[config.mk]
export PLATFORM = sky130hd
export DESIGN_NAME = sifd_top
export DESIGN_NICKNAME = d
export VERILOG_FILES = /design/src/verilog/sifd_pkg.sv /design/src/verilog/sifd_top.sv
export SDC_FILE = /design/constraint.sdc
export NUM_CORES = 2
export LEC_CHECK = 0
export BUFFER_PORTS_ARGS = -buffer_cell sky130_fd_sc_hd__buf_2
export CAP_MARGIN = 30
export CELL_PAD_IN_SITES_DETAIL_PLACEMENT = 0
export CELL_PAD_IN_SITES_GLOBAL_PLACEMENT = 1
export CORE_UTILIZATION = 45
export CTS_CLUSTER_SIZE = 20
export DETAILED_ROUTE_END_ITERATION = 7
export MAX_ROUTING_LAYER = met4
export PLACE_DENSITY = 0.67
export REMOVE_ABC_BUFFERS = 1
export SLEW_MARGIN = 20
export SYNTH_ARGS = -nofsm -noshare
export SYNTH_HDL_FRONTEND = slang
export SYNTH_SLANG_ARGS = --single-unit
[constraint.sdc]
create_clock -name clk_i -period 5 [get_ports clk_i]
set_input_delay 0.25 -clock clk_i [delete_from_list [all_inputs] [get_ports clk_i]]
set_output_delay 0.25 -clock clk_i [all_outputs]
set_load 0.02 [all_outputs]
[src/verilog/sifd_pkg.sv]
// Constants for the slave ID fault detector: register indices, codes, fields and timing
package sifd_pkg;
   // Register indices; the APB byte address is four times the index
   localparam logic [13:0] IDX_ALARM_CNT = 14'h2700;
   localparam logic [13:0] IDX_LIST_FIRST = 14'h2701;
   localparam logic [13:0] IDX_LIST_LAST = 14'h2780;
   localparam logic [13:0] IDX_FAULT_CODE = 14'h2810;
   localparam logic [13:0] IDX_FAULT_ID = 14'h2811;
   localparam logic [13:0] IDX_CTRL = 14'h2820;
   localparam logic [13:0] IDX_STATUS = 14'h2821;
   localparam logic [13:0] IDX_PAR_CMD = 14'h2822;
   localparam logic [13:0] IDX_PAR_SET = 14'h2850;
   localparam logic [13:0] IDX_PAR_TGT = 14'h2851;
   localparam int LIST_DEPTH = 128;
   localparam logic [7:0] LIST_FULL = 8'h80;
   // Fault codes and factory default identifiers
   localparam logic [15:0] FC_NONE = 16'h0000;
   localparam logic [15:0] FC_DUP = 16'h0190;
   localparam logic [15:0] FC_UNSET = 16'h0191;
   localparam logic [9:0] DEF_IN_ID = 10'h2FF;
   localparam logic [9:0] DEF_OUT_ID = 10'h0FF;
   // Control register fields
   localparam int CTRL_CLR_BIT = 0;
   localparam int CTRL_DET_BIT = 1;
   localparam int CTRL_AUTO_BIT = 2;
   localparam int CTRL_RATE_LSB = 4;
   localparam logic [3:0] RATE_RST = 4'h0;
   // Status register fields
   localparam int STAT_DET_BIT = 0;
   localparam int STAT_BUSY_BIT = 1;
   localparam int STAT_ALARM_BIT = 2;
   localparam int STAT_DONE_BIT = 3;
   // Parameter command register fields
   localparam int PCMD_ACC_BIT = 0;
   localparam int PCMD_BRD_BIT = 1;
   localparam int PCMD_BWR_BIT = 2;
   // Parameter operations presented to the link
   localparam logic [1:0] OP_ACC_RD = 2'h0;
   localparam logic [1:0] OP_ACC_WR = 2'h1;
   localparam logic [1:0] OP_BAT_RD = 2'h2;
   localparam logic [1:0] OP_BAT_WR = 2'h3;
   // Timing
   localparam int CLK_HZ = 10_000_000;
   localparam int AUTO_UPD_US = 1000;
   localparam int AUTO_UPD_CYC = AUTO_UPD_US * (CLK_HZ / 1_000_000);
   typedef enum logic [1:0] {DET_IDLE = 2'b01, DET_SCAN = 2'b10} sifd_det_t;
   typedef enum logic [1:0] {PAR_IDLE = 2'b01, PAR_BUSY = 2'b10} sifd_par_t;
endpackage

[src/verilog/sifd_top.sv]
// Slave ID fault detector with APB register access and parameter transfer sequencing
//
// Contract
// - Detection checks all slaves for shared IDs
// - No duplicate report after power loss/reset
// - Each faulty ID listed once only
// - Duplicate sets alarm, code 0190, latest ID
// - Duplicates go into the alarm list
// - Newest fault overwrites latest code and ID
// - Fresh detection clears old fault status
// - Clear command clears faults, keeps slave IDs
// - Default IDs 767/255 mean unset
// - Unset sets alarm, code 0191, latest ID
// - Unset IDs listed and counted
// - No unset report after power loss/reset
// - Auto update polls status and sensors periodically
// - Individual access uses direction and target
// - Batch read fetches all slaves' parameters
// - Batch write sends all slaves' parameters
// - Parameter kinds limited to allowed methods
// - Bit rate frozen during parameter transfers
// - Clearing empties flag, code, ID, count, list
//
// Register access over APB was chosen for this implementation.
`timescale 1ns/1ps
module sifd_top #(
   parameter int AUTO_CYC = sifd_pkg::AUTO_UPD_CYC
) (
   input wire logic clk_i,
   input wire logic rst_b_i,
   input wire logic psel_i,
   input wire logic penable_i,
   input wire logic pwrite_i,
   input wire logic [15:0] paddr_i,
   input wire logic [31:0] pwdata_i,
   output logic [31:0] prdata_o,
   output logic pready_o,
   output logic pslverr_o,
   input wire logic net_pwr_ok_i,
   input wire logic det_valid_i,
   input wire logic [9:0] det_id_i,
   input wire logic det_done_i,
   output logic det_req_o,
   input wire logic param_done_i,
   output logic param_req_o,
   output logic [1:0] param_op_o,
   output logic [9:0] param_tgt_o,
   output logic auto_upd_o,
   output logic [3:0] bit_rate_o,
   output logic slave_alarm_o
);
   function automatic logic [8:0] id_slot(input logic [9:0] id);
      id_slot = {id[9], id[7:0]};
   endfunction

   function automatic logic is_unset(input logic [9:0] id);
      is_unset = (id == sifd_pkg::DEF_IN_ID) || (id == sifd_pkg::DEF_OUT_ID);
   endfunction

   logic pwr_s1;
   logic pwr_s2;
   logic [31:0] next_prdata;
   logic next_err;
   logic [13:0] idx;
   logic wr;
   logic det_go;
   logic fault_flag_clear_cmd;
   logic auto_en;
   logic [3:0] rate_req;
   logic par_dir;
   logic [9:0] par_tgt;
   logic par_done;
   sifd_pkg::sifd_det_t det_st;
   sifd_pkg::sifd_par_t par_st;
   logic [511:0] seen;
   logic [511:0] listed;
   logic [15:0] alarm_list [sifd_pkg::LIST_DEPTH];
   logic [7:0] alarm_id_count;
   logic [15:0] latest_fault_code;
   logic [15:0] latest_fault_id;
   logic [31:0] auto_cnt;
   logic ev;
   logic ev_unset;
   logic ev_dup;
   logic [8:0] slot;

   // Network power is asynchronous to the clock
   always_ff @(posedge clk_i or negedge rst_b_i) begin
      if (!rst_b_i) begin
         pwr_s1 <= 1'b0;
         pwr_s2 <= 1'b0;
      end else begin
         pwr_s1 <= net_pwr_ok_i;
         pwr_s2 <= pwr_s1;
      end
   end

   assign idx = paddr_i[15:2];
   assign wr = psel_i && penable_i && pwrite_i && pready_o;
   assign det_go = wr && (idx == sifd_pkg::IDX_CTRL) && pwdata_i[sifd_pkg::CTRL_DET_BIT]
                   && (det_st == sifd_pkg::DET_IDLE);
   assign slot = id_slot(det_id_i);
   assign ev = (det_st == sifd_pkg::DET_SCAN) && det_valid_i;
   assign ev_unset = ev && is_unset(det_id_i);
   assign ev_dup = ev && !is_unset(det_id_i) && seen[slot];

   // Read data is prepared in the setup cycle so the access phase needs no wait
   always_comb begin
      next_prdata = 32'h0000_0000;
      next_err = 1'b0;
      if (idx >= sifd_pkg::IDX_LIST_FIRST && idx <= sifd_pkg::IDX_LIST_LAST) begin
         next_prdata[15:0] = alarm_list[7'(idx - sifd_pkg::IDX_LIST_FIRST)];
      end else begin
         case (idx)
            sifd_pkg::IDX_ALARM_CNT: next_prdata[7:0] = alarm_id_count;
            sifd_pkg::IDX_FAULT_CODE: next_prdata[15:0] = latest_fault_code;
            sifd_pkg::IDX_FAULT_ID: next_prdata[15:0] = latest_fault_id;
            sifd_pkg::IDX_CTRL: begin
               next_prdata[sifd_pkg::CTRL_CLR_BIT] = fault_flag_clear_cmd;
               next_prdata[sifd_pkg::CTRL_AUTO_BIT] = auto_en;
               next_prdata[sifd_pkg::CTRL_RATE_LSB +: 4] = rate_req;
            end
            sifd_pkg::IDX_STATUS: begin
               next_prdata[sifd_pkg::STAT_DET_BIT] = (det_st == sifd_pkg::DET_SCAN);
               next_prdata[sifd_pkg::STAT_BUSY_BIT] = (par_st == sifd_pkg::PAR_BUSY);
               next_prdata[sifd_pkg::STAT_ALARM_BIT] = slave_alarm_o;
               next_prdata[sifd_pkg::STAT_DONE_BIT] = par_done;
            end
            sifd_pkg::IDX_PAR_CMD: next_prdata = 32'h0000_0000;
            sifd_pkg::IDX_PAR_SET: next_prdata[0] = par_dir;
            sifd_pkg::IDX_PAR_TGT: next_prdata[9:0] = par_tgt;
            default: next_err = 1'b1;
         endcase
      end
   end

   always_ff @(posedge clk_i or negedge rst_b_i) begin
      if (!rst_b_i) begin
         prdata_o <= 32'h0000_0000;
         pslverr_o <= 1'b0;
         pready_o <= 1'b0;
      end else begin
         pready_o <= 1'b1;
         if (psel_i && !penable_i) begin
            prdata_o <= pwrite_i ? 32'h0000_0000 : next_prdata;
            pslverr_o <= next_err;
         end
      end
   end

   // Software-written configuration
   always_ff @(posedge clk_i or negedge rst_b_i) begin
      if (!rst_b_i) begin
         fault_flag_clear_cmd <= 1'b0;
         auto_en <= 1'b0;
         rate_req <= sifd_pkg::RATE_RST;
         par_dir <= 1'b0;
         par_tgt <= 10'h000;
      end else if (wr) begin
         if (idx == sifd_pkg::IDX_CTRL) begin
            fault_flag_clear_cmd <= pwdata_i[sifd_pkg::CTRL_CLR_BIT];
            auto_en <= pwdata_i[sifd_pkg::CTRL_AUTO_BIT];
            rate_req <= pwdata_i[sifd_pkg::CTRL_RATE_LSB +: 4];
         end
         if (idx == sifd_pkg::IDX_PAR_SET) begin
            par_dir <= pwdata_i[0];
         end
         if (idx == sifd_pkg::IDX_PAR_TGT) begin
            par_tgt <= pwdata_i[9:0];
         end
      end
   end

   // Address detection sequencing
   always_ff @(posedge clk_i or negedge rst_b_i) begin
      if (!rst_b_i) begin
         det_st <= sifd_pkg::DET_IDLE;
         det_req_o <= 1'b0;
      end else begin
         det_req_o <= det_go;
         case (det_st)
            sifd_pkg::DET_IDLE: if (det_go) det_st <= sifd_pkg::DET_SCAN;
            sifd_pkg::DET_SCAN: if (det_done_i || !pwr_s2) det_st <= sifd_pkg::DET_IDLE;
            default: det_st <= sifd_pkg::DET_IDLE;
         endcase
      end
   end

   // IDs seen during the current detection pass
   always_ff @(posedge clk_i or negedge rst_b_i) begin
      if (!rst_b_i) begin
         seen <= '0;
      end else if (det_go || !pwr_s2) begin
         seen <= '0;
      end else if (ev) begin
         seen[slot] <= 1'b1;
      end
   end

   // Fault record; a new event wins over the clear command in the same cycle
   always_ff @(posedge clk_i or negedge rst_b_i) begin
      if (!rst_b_i) begin
         listed <= '0;
         alarm_id_count <= 8'h00;
         latest_fault_code <= sifd_pkg::FC_NONE;
         latest_fault_id <= 16'h0000;
         slave_alarm_o <= 1'b0;
         for (int i = 0; i < sifd_pkg::LIST_DEPTH; i++) alarm_list[i] <= 16'h0000;
      end else if (!pwr_s2 || det_go) begin
         listed <= '0;
         alarm_id_count <= 8'h00;
         latest_fault_code <= sifd_pkg::FC_NONE;
         latest_fault_id <= 16'h0000;
         slave_alarm_o <= 1'b0;
         for (int i = 0; i < sifd_pkg::LIST_DEPTH; i++) alarm_list[i] <= 16'h0000;
      end else if (ev_unset || ev_dup) begin
         slave_alarm_o <= 1'b1;
         latest_fault_code <= ev_unset ? sifd_pkg::FC_UNSET : sifd_pkg::FC_DUP;
         latest_fault_id <= {6'h00, det_id_i};
         // Repeat offenders share one list entry
         if (!listed[slot] && alarm_id_count != sifd_pkg::LIST_FULL) begin
            listed[slot] <= 1'b1;
            alarm_list[alarm_id_count[6:0]] <= {6'h00, det_id_i};
            alarm_id_count <= alarm_id_count + 8'h01;
         end
      end else if (fault_flag_clear_cmd) begin
         listed <= '0;
         alarm_id_count <= 8'h00;
         latest_fault_code <= sifd_pkg::FC_NONE;
         latest_fault_id <= 16'h0000;
         slave_alarm_o <= 1'b0;
         for (int i = 0; i < sifd_pkg::LIST_DEPTH; i++) alarm_list[i] <= 16'h0000;
      end
   end

   // Parameter transfers: one at a time, completion flag low while busy
   always_ff @(posedge clk_i or negedge rst_b_i) begin
      if (!rst_b_i) begin
         par_st <= sifd_pkg::PAR_IDLE;
         param_req_o <= 1'b0;
         param_op_o <= sifd_pkg::OP_ACC_RD;
         param_tgt_o <= 10'h000;
         par_done <= 1'b1;
      end else begin
         case (par_st)
            sifd_pkg::PAR_IDLE: begin
               if (wr && idx == sifd_pkg::IDX_PAR_CMD && (|pwdata_i[2:0])) begin
                  par_st <= sifd_pkg::PAR_BUSY;
                  param_req_o <= 1'b1;
                  par_done <= 1'b0;
                  if (pwdata_i[sifd_pkg::PCMD_ACC_BIT]) begin
                     param_op_o <= par_dir ? sifd_pkg::OP_ACC_WR : sifd_pkg::OP_ACC_RD;
                     param_tgt_o <= par_tgt;
                  end else if (pwdata_i[sifd_pkg::PCMD_BRD_BIT]) begin
                     param_op_o <= sifd_pkg::OP_BAT_RD;
                  end else begin
                     // Writes carry device parameters only; ID and status stay read-only
                     param_op_o <= sifd_pkg::OP_BAT_WR;
                  end
               end
            end
            sifd_pkg::PAR_BUSY: begin
               if (param_done_i) begin
                  par_st <= sifd_pkg::PAR_IDLE;
                  param_req_o <= 1'b0;
                  par_done <= 1'b1;
               end
            end
            default: par_st <= sifd_pkg::PAR_IDLE;
         endcase
      end
   end

   // A new rate only takes effect between transfers, never mid-transfer
   always_ff @(posedge clk_i or negedge rst_b_i) begin
      if (!rst_b_i) begin
         bit_rate_o <= sifd_pkg::RATE_RST;
      end else if (par_st == sifd_pkg::PAR_IDLE) begin
         bit_rate_o <= rate_req;
      end
   end

   // Automatic update tick for status and sensor values, no host action needed
   always_ff @(posedge clk_i or negedge rst_b_i) begin
      if (!rst_b_i) begin
         auto_cnt <= 32'h0000_0000;
         auto_upd_o <= 1'b0;
      end else begin
         auto_upd_o <= 1'b0;
         if (!auto_en) begin
            auto_cnt <= 32'h0000_0000;
         end else if (auto_cnt == 32'(AUTO_CYC - 1)) begin
            auto_cnt <= 32'h0000_0000;
            auto_upd_o <= 1'b1;
         end else begin
            auto_cnt <= auto_cnt + 32'h0000_0001;
         end
      end
   end

   property p_dup_code;
      @(posedge clk_i) disable iff (!rst_b_i)
      ev_dup && pwr_s2 && !det_go |=> slave_alarm_o && latest_fault_code == sifd_pkg::FC_DUP
         && latest_fault_id == {6'h00, $past(det_id_i)};
   endproperty
   a_dup_code: assert property (p_dup_code) else $error("duplicate not reported");

   property p_unset_code;
      @(posedge clk_i) disable iff (!rst_b_i)
      ev_unset && pwr_s2 && !det_go |=> slave_alarm_o && latest_fault_code == sifd_pkg::FC_UNSET;
   endproperty
   a_unset_code: assert property (p_unset_code) else $error("unset ID not reported");

   property p_once;
      @(posedge clk_i) disable iff (!rst_b_i)
      ev && listed[slot] && pwr_s2 && !det_go |=> $stable(alarm_id_count);
   endproperty
   a_once: assert property (p_once) else $error("ID counted twice");

   property p_hold;
      @(posedge clk_i) disable iff (!rst_b_i)
      slave_alarm_o && !fault_flag_clear_cmd && !det_go && pwr_s2 |=> slave_alarm_o;
   endproperty
   a_hold: assert property (p_hold) else $error("alarm dropped");

   property p_clear;
      @(posedge clk_i) disable iff (!rst_b_i)
      fault_flag_clear_cmd && !ev_dup && !ev_unset |=> !slave_alarm_o && alarm_id_count == 8'h00
         && latest_fault_code == sifd_pkg::FC_NONE && latest_fault_id == 16'h0000;
   endproperty
   a_clear: assert property (p_clear) else $error("clear incomplete");

   property p_restart;
      @(posedge clk_i) disable iff (!rst_b_i)
      det_go |=> !slave_alarm_o && alarm_id_count == 8'h00 && det_req_o;
   endproperty
   a_restart: assert property (p_restart) else $error("detection did not clear");

   property p_pwr;
      @(posedge clk_i) disable iff (!rst_b_i)
      !pwr_s2 |=> !slave_alarm_o && seen == '0;
   endproperty
   a_pwr: assert property (p_pwr) else $error("status survived power loss");

   property p_rate;
      @(posedge clk_i) disable iff (!rst_b_i)
      par_st == sifd_pkg::PAR_BUSY |=> $stable(bit_rate_o);
   endproperty
   a_rate: assert property (p_rate) else $error("rate changed in transfer");

   property p_req;
      @(posedge clk_i) disable iff (!rst_b_i)
      par_st == sifd_pkg::PAR_IDLE && wr && idx == sifd_pkg::IDX_PAR_CMD && pwdata_i[0]
         |=> param_req_o && !par_done && param_tgt_o == $past(par_tgt);
   endproperty
   a_req: assert property (p_req) else $error("access not started");

   property p_default_id;
      @(posedge clk_i) disable iff (!rst_b_i)
      ev && pwr_s2 && (det_id_i == sifd_pkg::DEF_IN_ID || det_id_i == sifd_pkg::DEF_OUT_ID)
         |=> slave_alarm_o && latest_fault_code == sifd_pkg::FC_UNSET;
   endproperty
   a_default_id: assert property (p_default_id) else $error("default ID not treated as unset");

   property p_list_add;
      @(posedge clk_i) disable iff (!rst_b_i)
      (ev_dup || ev_unset) && !listed[slot] && alarm_id_count != sifd_pkg::LIST_FULL && pwr_s2
         |=> alarm_id_count == $past(alarm_id_count) + 8'h01;
   endproperty
   a_list_add: assert property (p_list_add) else $error("new alarm ID not counted");

   property p_batch_rd;
      @(posedge clk_i) disable iff (!rst_b_i)
      par_st == sifd_pkg::PAR_IDLE && wr && idx == sifd_pkg::IDX_PAR_CMD && pwdata_i[2:0] == 3'b010
         |=> param_req_o && param_op_o == sifd_pkg::OP_BAT_RD;
   endproperty
   a_batch_rd: assert property (p_batch_rd) else $error("batch read not started");

   property p_batch_wr;
      @(posedge clk_i) disable iff (!rst_b_i)
      par_st == sifd_pkg::PAR_IDLE && wr && idx == sifd_pkg::IDX_PAR_CMD && pwdata_i[2:0] == 3'b100
         |=> param_req_o && param_op_o == sifd_pkg::OP_BAT_WR;
   endproperty
   a_batch_wr: assert property (p_batch_wr) else $error("batch write not started");

endmodule // sifd_top

==> results.toml <==
[status]
status = "complete, no violations"

[placed_design]
gp_congestion = 0.893
numPortBuffers = 80
place_hpwl_um = 214000

[sta]
finClkSkew_ns = 0.0661
hold_viol = 0
finalCritPeriodShare = 0.876
finalSetupViolCount = 0
slew_viol_final = 0
min_period_ns = 4.38
grt_setup_unrepaired = "no"
worstMarginPinSlew_ns = 1.03
fmax_mhz = 228
max_slew_margin = 0.311
fin_tns_setup_ns = 0
hold_ws_ns = 0.0908

[grt]
grt_pass1_wl_um = 515000
grt_max_degree = 214
antenna_found_initial = 24
grt_usage = 0.279
grt_overflow = 0
grt_pass1_vias = 76700

[logic_synthesis]
synth_top_area_share = 0.533
synth_cells = 8745
synthDistinctLibCells = 67
synth_flop_cell = "dfrtp_1"
synth-seq-cells = 2412
avgSynthCellArea_um2 = 12.9
yosysWarnings = 0
synth_edf_count = 0
synth_area_mm2 = 0.113
yosysTopAreaCell = "dfrtp_1"
synth.area.top_cells = "dfrtp_1 53%, mux4_2 13%, mux2i_1 13%"
async_flop_share = 1.00
ys_seq_area_frac = 0.534

[critical_path]
criticalPathCategory = "flip-flop to flip-flop"
cp.arrival_ns = 5.21
cp_top_family = "multiplexers"
path_buf_inv = 4
worst-path-stages = 14
cp_max_fo = 13
worstSetupEndpoint = "alarm_list[1426]$_DFFE_PN0P_"
critPathMaxStageDelay_ns = 0.48
rr_worst_depth = 14
cp_cell_sequence = "mux4_2 -> mux4_2 -> mux2_2 -> o21ai_1 -> buf_4 -> nor3_1 -> a41oi_1 -> and4_1 -> o22ai_4 -> buf_4 -> buf_12 -> nor3_2 -> buf_12 -> mux2i_1"
cp_slowest_cell = "mux4_2"
cp-start-kind = "flip-flop"
cp-end-kind = "flip-flop"
r2r_slack_ns = 0.62
startpoint = "listed[387]$_DFFE_PN0P_"
required_ns = 5.83
r2r-end = "alarm_list[1426]$_DFFE_PN0P_"
rr_startpoint = "listed[387]$_DFFE_PN0P_"

[cts]
clockBufferDepth = 4
cts_buffers = 284
ctsResizeCount = 0
clock_latency_ns = 0.95
htree_levels = 5
cts_setup_buffers = 0
clk_pin_slew_ns = 0.06
cts_tree = "yes"
cts_root_buffer = "clkbuf_16"
cts-hold-fix-buffers = 28
cts.sinks = 2412

[flow_run]
maxCapViolCount = 0

[finish]
drive_gt1_frac = 0.210
nets = 8810
syn_to_final_growth_pct = 14.8
final_util = 0.521

[power_and_ir_drop]
max-vdd-ir-drop_uv = 403
power_density_mw_per_mm2 = 322
pwr-share-comb = 0.054
p_clk_frac = 0.479
p_leak_uw = 0.0622
power.share.sequential = 0.467
p_sw_frac = 0.235
p_switching_uw = 9810
power.internal_uw = 32000

[floorplanning]
core-area_mm2 = 0.249
start_util = 0.454
dieArea_mm2 = 0.253
io_pins = 121
rows = 183
chipHeight_um = 503
die_w_um = 503

[worst_hold_path]
hold_class = "primary input to flip-flop"

[route]
drtAntennaViolNets = 0
viasPerCell = 6.12
route.detailed.drc = 0
via_count = 75000
wl_um = 339000
drtIter0Drc = 7244
wl_per_cell_um = 27.7
drtPass1Iterations = 6
[metal layers]
metal,vias to the layer above,track usage,wire length [um]
met4,0,0.0852,10800
met3,561,0.0474,22400
li1,31900,-,-
met1,40100,0.399,152000
met5,-,-,0
met2,2449,0.407,154000
[worst reg2reg max path, stage by stage, from the launching register on]
cell and delay (ns):
dfrtp_1 0.38, mux4_2 0.47, mux4_2 0.48, mux2_2 0.28, o21ai_1 0.35, buf_4 0.19, nor3_1 0.04, a41oi_1 0.32
and4_1 0.47, o22ai_4 0.18, buf_4 0.25, buf_12 0.18, nor3_2 0.24, buf_12 0.20, mux2i_1 0.24
[cell usage after synthesis (all sizes together), types with 3 or more instances]
master / number
dfrtp: 2409
mux2i: 1429
nand2: 1428
a22o: 1007
mux4: 637
clkbuf: 608
buf: 396
nand3: 135
nor2: 116
a22oi: 78
nor3: 68
mux2: 44
and2: 42
and3: 33
o21ai: 33
o31ai: 29
nand2b: 20
a21oi: 18
a221oi: 17
nand4: 17
nor2b: 17
xor2: 17
or3: 15
inv: 14
xnor2: 14
nand3b: 10
nor4: 10
a31oi: 9
a221o: 7
ha: 7
o211ai: 7
a311oi: 5
or2: 5
a21boi: 3
and4: 3
dfstp: 3
o22ai: 3
o32ai: 3
[cell type report]
cell class	instances	area [um2]
Antenna cell	11	27.5
Clock buffer	406	8230
Clock inverter	66	589
Fill cell	21100	119000
Inverter	16	60.1
Multi-Input combinational cell	5328	48600
Sequential cell	2412	60400
Tap cell	3330	4170
Timing Repair Buffer	694	7730
[state kept, by name, summed over array words and instances, names as in the netlist, 4 cells and up]
register and count:
alarm_list 1280, latest_fault_id 10, rate_req 4, listed 512
prdata_o 11, bit_rate_o 4, auto_cnt 32, par_tgt 10
param_tgt_o 10, seen 512, alarm_id_count 8
[metrics by stage]
stage	cells	power (uW)	area [um2]	setup slack (ns)
6_report	12300	41800	130000	0.620
5_1_grt	12300	43200	130000	0.532
3_5_place_dp	11700	22100	121000	0.201
2_1_floorplan	7756	20800	108000	-50.59
3_3_place_gp	11700	22100	120000	0.0975
4_1_cts	12200	42200	130000	0.634
[cells in the final DEF (no fill, tap or decap), drive strengths merged, types with 18 or more instances in the layout]
master	Yosys	final
dfrtp	2409	2409
mux2i	1429	1429
nand2	1428	1428
a22o	1007	1007
buf	396	665
mux4	637	637
clkbuf	608	407
nand3	135	135
nor2	116	116
a22oi	78	78
nor3	68	68
clkinv	2	48
mux2	44	44
and2	42	42
o21ai	33	33
and3	33	33
o31ai	29	29
dlygate4sd3	0	28
inv	14	22
nand2b	20	20
a21oi	18	18
[power by group through the flow]
stage	Clock, uW	Sequential, uW	Combinational [uW]
2_1_floorplan	0	19900	881
3_3_place_gp	0	19900	2220
3_5_place_dp	0	19900	2250
4_1_cts	20400	19500	2280
5_1_grt	21200	19500	2420
6_report	20000	19500	2260
[logic make-up after synthesis]
group           Yosys count  share of synthesized area
simple gates           1925                     0.0705
other cells               2                  0.0000664
buf+inv                1020                     0.0414
compound gates         1238                     0.0931
mux                    2110                      0.258
fa+ha+maj                 7                   0.000775
xor+xnor                 31                    0.00240
flops                  2412                      0.534
[worst min path at each step]
| stage | start | to | slack, ns | cells past startpoint |
|---|---|---|---|---|
| after floorplan | rst_b_i | alarm_id_count[0]$_DFFE_PN0P_ | -0.05 | 0 |
| after global placement | rst_b_i | seen[430]$_DFFE_PN0P_ | 0.29 | 1 |
| after detailed placement | rst_b_i | seen[431]$_DFFE_PN0P_ | 0.29 | 1 |
| after CTS | paddr_i[8] | det_req_o$_DFF_PN0_ | 0.003 | 4 |
| after global routing | paddr_i[8] | det_req_o$_DFF_PN0_ | 0.05 | 4 |
| final | paddr_i[8] | det_req_o$_DFF_PN0_ | 0.09 | 4 |
Power figures use the tool's default switching activity.
